--- src/hdl/lsir_map.svh ---
`ifndef LSIR_MAP_SVH
`define LSIR_MAP_SVH
// register indices inside one port window (byte address = 4 * index)
`define LSIR_IDX_TRIM 7'h26
`define LSIR_IDX_SR 7'h28
`define LSIR_IDX_SRL 7'h2A
`define LSIR_IDX_SRIE 7'h2C
`define LSIR_IDX_RGLR 7'h2E
`define LSIR_IDX_CTRL 7'h32
// live and latched bit positions
`define LSIR_B_JAF 12
`define LSIR_B_JAE 11
`define LSIR_B_TDM 10
`define LSIR_B_TX_OUTPUT_OPEN_SHORT 9
`define LSIR_B_MASTER_CLOCK_LOST 8
`define LSIR_B_RGLC 5
`define LSIR_B_RX_PREAMP_ON 4
`define LSIR_B_RF1 3
`define LSIR_B_RF2 2
`define LSIR_B_RX_LOCK_LOST 1
`define LSIR_B_ANALOG_SIGNAL_LOSS 0
// port control fields
`define LSIR_B_PIE 0
`define LSIR_B_GIE 1
`define LSIR_B_LM 2
// implemented bits and reset values
`define LSIR_SR_MASK 16'h071F
`define LSIR_SRL_MASK 16'h1F3F
`define LSIR_RST_REG 16'h0000
`define LSIR_RST_TRIM 4'h0
// amplitude steps, two's complement, units of 1/8 percent
`define LSIR_AMP_UP1 9'h01E
`define LSIR_AMP_UP2 9'h03C
`define LSIR_AMP_UP3 9'h05A
`define LSIR_AMP_UP4 9'h078
`define LSIR_AMP_UP5 9'h0A0
`define LSIR_AMP_UP6 9'h0C8
`define LSIR_AMP_UP7 9'h0F0
`define LSIR_AMP_DN0 9'h19C
`define LSIR_AMP_DN1 9'h1B5
`define LSIR_AMP_DN2 9'h1CE
`define LSIR_AMP_DN3 9'h1E7
`endif

--- src/hdl/lsir_pkg.sv ---
package lsir_pkg;
    // line standard; selects which reference clock is watched
    typedef enum logic [1:0] {
        LSIR_LM_DS3 = 2'h0,
        LSIR_LM_E3 = 2'h1,
        LSIR_LM_STS1 = 2'h2,
        LSIR_LM_STS1B = 2'h3
    } lsir_lm_type;
endpackage

--- src/hdl/lsir_regs.sv ---
// Summary of operation
// - four-bit trim sets amplitude, 0000 nominal
// - codes 0001-0111 raise amplitude stepwise
// - codes 1000-1011 lower amplitude stepwise
// - 110X drives to internal current limit
// - 111X maximum, current limiting off
// - port window at index n*80h plus offset
// - live bit 10 shows driver fault
// - live bit 9 shows output open/short
// - live bit 8 shows reference clock missing
// - live bit 4 shows preamp on
// - live bits 3, 2 show receive failures
// - live bit 1 shows loss of lock
// - live bit 0 shows analog signal loss
// - latched bit 12 on buffer full or slip
// - latched bit 11 on buffer empty or slip
// - latched change bits set on either edge
// - latched bit 8 sets on rise only
// - latched bit 5 on gain change
// - interrupt needs bit, port, global enables
// - enable bit matches latched bit position
// - gain register shows live gain, low byte
// - gain is signed quarter-dB count
// - line mode picks the watched reference clock
//
// Implementation choice: the AHB-Lite register port.
`include "lsir_map.svh"
`timescale 1ns/1ns
`default_nettype none

module lsir_regs
    import lsir_pkg::*;
#(
    parameter logic [1:0] PORT_INDEX = 2'h0
) (
    input wire logic core_clk,
    input wire logic rst_n,
    input wire logic hsel,
    input wire logic [31:0] haddr,
    input wire logic [1:0] htrans,
    input wire logic hwrite,
    input wire logic [2:0] hsize,
    input wire logic hready,
    input wire logic [31:0] hwdata,
    output logic hreadyout,
    output logic [31:0] hrdata,
    output logic hresp,
    input wire logic txDriverFault,
    input wire logic txOutputOpenShort,
    input wire logic [2:0] refClockMissing,
    input wire logic rxPreampOn,
    input wire logic rxFailureOne,
    input wire logic rxFailureTwo,
    input wire logic rxLockLost,
    input wire logic analogSignalLoss,
    input wire logic jitterBufFull,
    input wire logic jitterBufEmpty,
    input wire logic jitterBufSlip,
    input wire logic [7:0] rxGainValue,
    output logic irq,
    output logic [3:0] txWaveTrim,
    output logic [8:0] txAmpAdjust,
    output logic txAmpAtLimit,
    output logic txAmpLimitOff
);

    ////////////////////////////////////////////////////////////////////
    // bus front end
    logic dpValid_r;
    logic dpWrite_r;
    logic [6:0] dpIdx_r;
    logic hreadyout_r;
    logic [31:0] hrdata_r;
    logic addrTaken;
    logic addrHit;
    logic wrStrobe;
    logic [15:0] wrData;

    // port select sits above the 7-bit register index
    assign addrHit = (haddr[10:9] == PORT_INDEX) && (haddr[1:0] == 2'h0)
        && (hsize == 3'h2);
    assign addrTaken = hsel && htrans[1] && hready;
    assign wrStrobe = dpValid_r && dpWrite_r && hready;
    assign wrData = hwdata[15:0];

    // data phase tracking; misses are taken but ignored
    always_ff @(posedge core_clk or negedge rst_n) begin
        if (!rst_n) begin
            dpValid_r <= 1'b0;
            dpWrite_r <= 1'b0;
            dpIdx_r <= 7'h00;
        end else if (hready) begin
            dpValid_r <= addrTaken && addrHit;
            dpWrite_r <= hwrite;
            dpIdx_r <= haddr[8:2];
        end
    end

    ////////////////////////////////////////////////////////////////////
    // software registers
    logic [15:0] ctrl_r;
    logic [15:0] ie_r;
    logic [3:0] trim_r;
    lsir_lm_type lineMode;

    assign lineMode = lsir_lm_type'(ctrl_r[`LSIR_B_LM +: 2]);

    // control and enable registers, plain read/write
    always_ff @(posedge core_clk or negedge rst_n) begin
        if (!rst_n) begin
            ctrl_r <= `LSIR_RST_REG;
            ie_r <= `LSIR_RST_REG;
            trim_r <= `LSIR_RST_TRIM;
        end else if (wrStrobe) begin
            case (dpIdx_r)
                `LSIR_IDX_CTRL: ctrl_r <= wrData & 16'h000F;
                `LSIR_IDX_SRIE: ie_r <= wrData & `LSIR_SRL_MASK;
                `LSIR_IDX_TRIM: trim_r <= wrData[3:0];
                default: ctrl_r <= ctrl_r;
            endcase
        end
    end

    ////////////////////////////////////////////////////////////////////
    // live status capture
    logic [15:0] liveNext;
    logic [15:0] live_r;
    logic [7:0] gain_r;

    // reference clock check follows the selected line standard
    always_comb begin
        liveNext = 16'h0000;
        liveNext[`LSIR_B_TDM] = txDriverFault;
        liveNext[`LSIR_B_TX_OUTPUT_OPEN_SHORT] = txOutputOpenShort;
        case (lineMode)
            LSIR_LM_DS3: liveNext[`LSIR_B_MASTER_CLOCK_LOST] = refClockMissing[0];
            LSIR_LM_E3: liveNext[`LSIR_B_MASTER_CLOCK_LOST] = refClockMissing[1];
            default: liveNext[`LSIR_B_MASTER_CLOCK_LOST] = refClockMissing[2];
        endcase
        liveNext[`LSIR_B_RX_PREAMP_ON] = rxPreampOn;
        liveNext[`LSIR_B_RF1] = rxFailureOne;
        liveNext[`LSIR_B_RF2] = rxFailureTwo;
        // lock detector hysteresis lives in the recovery loop
        liveNext[`LSIR_B_RX_LOCK_LOST] = rxLockLost;
        liveNext[`LSIR_B_ANALOG_SIGNAL_LOSS] = analogSignalLoss;
    end

    // one register stage; edges are found against this copy
    always_ff @(posedge core_clk or negedge rst_n) begin
        if (!rst_n) begin
            live_r <= `LSIR_RST_REG;
            gain_r <= 8'h00;
        end else begin
            live_r <= liveNext;
            gain_r <= rxGainValue;
        end
    end

    ////////////////////////////////////////////////////////////////////
    // latched events, write one to clear
    logic [15:0] evt;
    logic [15:0] clr;
    logic [15:0] lat_r;
    logic slipOrFull;
    logic slipOrEmpty;

    assign slipOrFull = jitterBufFull || jitterBufSlip;
    assign slipOrEmpty = jitterBufEmpty || jitterBufSlip;

    // change bits fire on either edge, clock loss on rise only
    always_comb begin
        evt = (liveNext ^ live_r) & 16'h061F;
        evt[`LSIR_B_MASTER_CLOCK_LOST] = liveNext[`LSIR_B_MASTER_CLOCK_LOST]
            && !live_r[`LSIR_B_MASTER_CLOCK_LOST];
        evt[`LSIR_B_RGLC] = rxGainValue != gain_r;
        evt[`LSIR_B_JAF] = slipOrFull;
        evt[`LSIR_B_JAE] = slipOrEmpty;
    end

    assign clr = (wrStrobe && dpIdx_r == `LSIR_IDX_SRL) ? wrData : 16'h0000;

    // set beats clear so an event in the clear cycle survives
    always_ff @(posedge core_clk or negedge rst_n) begin
        if (!rst_n) begin
            lat_r <= `LSIR_RST_REG;
        end else begin
            lat_r <= ((lat_r & ~clr) | evt) & `LSIR_SRL_MASK;
        end
    end

    ////////////////////////////////////////////////////////////////////
    // interrupt gate: bit, port and global enables
    logic irq_r;

    always_ff @(posedge core_clk or negedge rst_n) begin
        if (!rst_n) begin
            irq_r <= 1'b0;
        end else begin
            irq_r <= (|(lat_r & ie_r)) && ctrl_r[`LSIR_B_PIE]
                && ctrl_r[`LSIR_B_GIE];
        end
    end

    ////////////////////////////////////////////////////////////////////
    // amplitude trim decode
    logic [8:0] adj_r;
    logic atLimit_r;
    logic limitOff_r;

    // lowest bit is a don't-care for the two limit codes
    always_ff @(posedge core_clk or negedge rst_n) begin
        if (!rst_n) begin
            adj_r <= 9'h000;
            atLimit_r <= 1'b0;
            limitOff_r <= 1'b0;
        end else begin
            atLimit_r <= trim_r[3:1] == 3'h6;
            limitOff_r <= trim_r[3:1] == 3'h7;
            case (trim_r)
                4'h1: adj_r <= `LSIR_AMP_UP1;
                4'h2: adj_r <= `LSIR_AMP_UP2;
                4'h3: adj_r <= `LSIR_AMP_UP3;
                4'h4: adj_r <= `LSIR_AMP_UP4;
                4'h5: adj_r <= `LSIR_AMP_UP5;
                4'h6: adj_r <= `LSIR_AMP_UP6;
                4'h7: adj_r <= `LSIR_AMP_UP7;
                4'h8: adj_r <= `LSIR_AMP_DN0;
                4'h9: adj_r <= `LSIR_AMP_DN1;
                4'hA: adj_r <= `LSIR_AMP_DN2;
                4'hB: adj_r <= `LSIR_AMP_DN3;
                default: adj_r <= 9'h000;
            endcase
        end
    end

    ////////////////////////////////////////////////////////////////////
    // read path: one wait state so a read sees the prior write
    logic [15:0] rdVal;

    always_comb begin
        case (dpIdx_r)
            `LSIR_IDX_SR: rdVal = live_r & `LSIR_SR_MASK;
            `LSIR_IDX_SRL: rdVal = lat_r;
            `LSIR_IDX_SRIE: rdVal = ie_r;
            // signed quarter-dB count, passed through untouched
            `LSIR_IDX_RGLR: rdVal = {8'h00, gain_r};
            `LSIR_IDX_TRIM: rdVal = {12'h000, trim_r};
            `LSIR_IDX_CTRL: rdVal = ctrl_r;
            default: rdVal = 16'h0000;
        endcase
    end

    always_ff @(posedge core_clk or negedge rst_n) begin
        if (!rst_n) begin
            hreadyout_r <= 1'b1;
            hrdata_r <= 32'h0000_0000;
        end else if (addrTaken && addrHit && !hwrite) begin
            hreadyout_r <= 1'b0;
        end else if (!hreadyout_r) begin
            hreadyout_r <= 1'b1;
            hrdata_r <= {16'h0000, rdVal};
        end
    end

    // response flop; only OKAY is given, registered so every output is a flop
    logic hresp_r;

    always_ff @(posedge core_clk or negedge rst_n) begin
        if (!rst_n) begin
            hresp_r <= 1'b0;
        end else begin
            hresp_r <= 1'b0; // misses complete quietly, never as ERROR
        end
    end

    assign hreadyout = hreadyout_r;
    assign hrdata = hrdata_r;
    assign hresp = hresp_r;
    assign irq = irq_r;
    assign txWaveTrim = trim_r;
    assign txAmpAdjust = adj_r;
    assign txAmpAtLimit = atLimit_r;
    assign txAmpLimitOff = limitOff_r;

    logic clrLat0;
    assign clrLat0 = wrStrobe && dpIdx_r == `LSIR_IDX_SRL && wrData[0];
endmodule

`default_nettype wire

--- config.mk ---
export PLATFORM = sky130hd
export DESIGN_NAME = lsir_regs
export DESIGN_NICKNAME = d
export VERILOG_FILES = /design/src/hdl/lsir_pkg.sv /design/src/hdl/lsir_regs.sv
export VERILOG_INCLUDE_DIRS = /design/src /design/src/hdl
export SDC_FILE = /design/constraint.sdc
export NUM_CORES = 1
export LEC_CHECK = 0
export ABC_AREA = 1
export BUFFER_PORTS_ARGS = -buffer_cell sky130_fd_sc_hd__clkbuf_2
export CAP_MARGIN = 15
export CORE_MARGIN = 4
export CORE_UTILIZATION = 45
export CTS_BUF_LIST = sky130_fd_sc_hd__clkbuf_4
export DETAILED_ROUTE_END_ITERATION = 10
export GPL_TIMING_DRIVEN = 0
export PLACE_DENSITY = 0.77
export SETUP_SLACK_MARGIN = 0.4
export SYNTH_ARGS = -nofsm -noshare
export SYNTH_HDL_FRONTEND = slang
export SYNTH_SLANG_ARGS = --single-unit
--- constraint.sdc ---
create_clock -name core_clk -period 1.27 [get_ports core_clk]
set_input_delay 0.254 -clock core_clk [delete_from_list [all_inputs] [get_ports core_clk]]
set_output_delay 0.254 -clock core_clk [all_outputs]
set_load 0.01 [all_outputs]
==> summary.txt <==
antenna-violating nets left = 0
Synth area leaders = dfrtp_1, nand2_1, o21ai_2
GP Congestion = 0.856
DP Worst Slack = -0.365 ns
Detail Placement HPWL = 6840 um
largest net degree at the start of global routing = 53
vias = 3,565
ys flop type = dfrtp_1
clk_lat worst skew = 0.42 ns
Synth Area in Compound Gates = 0.0850
xor-xnor portion of the synthesized cell area = 0.0337
Yosys reg bits = 81
CTS tree = yes
Final Setup Violations = 44
outcome = finished, violations left
Final WS setup = -0.128 ns
Crit Path Max Fanout = 10
DRT Pass-1 Iters = 4
CP Data Required Time = 1.59 ns
routed vias/inst = 4.86
Synth cell types = 30
WL/cell = 14.3 um
Tcrit/Tclk final = 1.10
Peak Freq = 0.715 GHz
Critical Path Start = dpIdx_r[6]$_DFFE_PN0P_
Die H = 101 um
Port Buffers = 80
io pins = 145
nets = 721
Core Footprint = 8340 sq um
H-tree lvl count = 3
Setup Crit Path Kind = reg2reg
Leakage = 2.92 nW
post-route cell area = 5760 sq um
synth warn = 0
Post-Route WL = 10,500 um
synthesized cell area = 3900 sq um
detailed-route DRC error count = 0
clk sink count = 81
Clock Skew = 0.0181 ns
PwrDens = 932 nW/um^2
WHS = -0.212 ns
maxcap violations = 0
number of enable flip-flop cells after synthesis = 0
simple-gate share of the synthesized area = 0.257
Worst-path clk slew = 0.13 ns
Peak VDD IR = 0.733 mV
Starting Density = 0.468
largest family of logic cells by synthesized area = simple AND/OR/NAND/NOR gates
post-synthesis mux area share = 0
initial antenna violation count = 0
failing checks = hold timing, setup timing
grt ovf = 0
die span in x = 101 um
global-route wire length before repair = 16,700 um
row count = 33
CTS Buffer Depth = 2
n_diodes = 0
area post-placement = 4610 sq um
min Tclk post-route = 1.40 ns
top cells by count, synth = nand2_1, dfrtp_1, inv_1
Async SR Flop Fraction = 1.00
Clock Tree Root = clkbuf_4
vias in the first global route = 3,627
Fin. Hold Viols = 29
Area growth, synth to finish = 47.7%
worst path arrival time = 1.72 ns
fillers = 622
Num CTS Buffers = 9
DRT iter0 DRCs = 231
RR Startpoint = dpIdx_r[6]$_DFFE_PN0P_
Seq/Total Area, Yosys = 0.520
synthesized instance count = 446
GRT Total Usage = 0.207
top cell type's share of synthesized area = 0.513
Final Slew Violations = 0
Hold Crit Class = in2async
adder-cell share of the synthesized area = 0.00962
CP Launch Type = register
most frequent cell after synthesis = nand2_1
layout cells sized above 1 = 0.468
critical path endpoint category = register
TNS Setup = -3.34 ns
Die ar. = 10,200 sq um
average instance area after synthesis = 8.75 sq um
unrepaired setup endpoints after global routing = yes
area leader, netlist = dfrtp_1
sequential cells by signal, summed over array words and instances, names as in the netlist:
signal and cells:
dpIdx_r 7, txAmpLimitOff 1, ie_r 11, txAmpAtLimit 1, hreadyout 1, dpValid_r 1, lat_r 11, irq 1
txAmpAdjust 9, gain_r 8, ctrl_r 4, hrdata 13, txWaveTrim 4, dpWrite_r 1, live_r 8
cell families (layout without fill, tap and decap cells):
logic type	Yosys count	count (layout)
buffers and inverters	68	231
flip-flops	81	81
AO/OA/AOI/OAI	50	50
other	1	20
adder cells (fa/ha/maj)	3	3
XOR/XNOR	15	15
AND/OR/NAND/NOR	228	228
report_power, final:
group / total [W] / internal (W) / leakage, nW / switching [W]
registers: 0.00276 / 0.00268 / 0.977 / 0.0000813
logic: 0.000931 / 0.000435 / 1.86 / 0.000496
clock network: 0.00168 / 0.000811 / 0.0800 / 0.000865
through the flow:
stage	utilization	power, W	cells
final	0.691	0.00537	733
after global routing	0.691	0.00560	733
after CTS	0.659	0.00532	721
after detailed placement	0.553	0.00342	651
after global placement	0.549	0.00339	650
after floorplan	-	0.00315	465
path summary, 6_finish.rpt:
| kind | endpoint | slack [ns] | cells past startpoint |
|---|---|---|---|
| min in group core_clk | dpIdx_r[4]$_DFFE_PN0P_ | 0.03 | 3 |
| worst min register to register | lat_r[8]$_DFF_PN0_ | 0.47 | 1 |
| worst max-delay path | ie_r[10]$_DFFE_PN0P_ | -0.13 | 7 |
| max in group asynchronous | hreadyout$_DFF_PN1_ | 0.82 | 2 |
| worst max register to register | ie_r[10]$_DFFE_PN0P_ | -0.13 | 7 |
| worst min-delay path | txAmpAdjust[8]$_DFF_PN0_ | -0.21 | 1 |
layer usage:
| metal | up-vias | GRT usage | share of wire |
|---|---|---|---|
| met3 | 15 | 0.0422 | 0.061 |
| met4 | 0 | 0.0481 | 0.012 |
| met2 | 109 | 0.374 | 0.52 |
| met5 | - | 0 | 0 |
| li1 | 1727 | - | - |
| met1 | 1714 | 0.255 | 0.40 |
worst max-delay path, cell delays in order, from the launching register on:
cell,delay (ns)
dfrtp_1,0.43
inv_2,0.09
nand2_4,0.10
nor3_4,0.27
nand2_4,0.10
buf_6,0.16
nand2_1,0.09
o21ai_2,0.06
what timing repair did:
item | CTS | global route
pin swaps | 18 | 21
setup endpoints to repair | 84 | 86
hold buffers | 17 | 1
setup buffers | 37 | 11
gates resized for setup | 70 | 68
hold endpoints to repair | 46 | 30
area by class of cell:
cell class / instances / area (sq um) / area share
flip-flops and latches: 81 / 2030 / 0.353
repair buffers: 147 / 1100 / 0.191
clock buffers: 10 / 75.1 / 0.0130
well taps: 105 / 131 / 0.0228
plain buffers: 28 / 236 / 0.0411
multi-input cells: 316 / 1920 / 0.334
inverters: 40 / 175 / 0.0304
clock inverters: 6 / 83.8 / 0.0146
cell usage in the layout, fill, tap and decap left out, types with 2 or more instances in the layout:
master and count:
buf_12 4, buf_2 15, buf_4 52, buf_6 22, buf_8 2, bufinv_16 2, clkbuf_2 59, clkbuf_4 11
clkinvlp_4 2, conb_1 20, dfrtp_1 75, dfrtp_2 5, dlygate4sd3_1 18, ha_4 3, inv_1 22, inv_2 12
inv_4 4, inv_8 2, nand2_1 117, nand2_2 23, nand2_4 5, nand3_1 22, nand3_2 7, nand3b_1 2
nand4_1 4, nor2_1 14, nor2_2 7, nor2_4 15, nor3_2 4, nor3_4 3, o21ai_0 11, o21ai_1 10
o21ai_2 26, xnor2_1 9, xor2_1 6
Power figures use the tool's default switching activity.
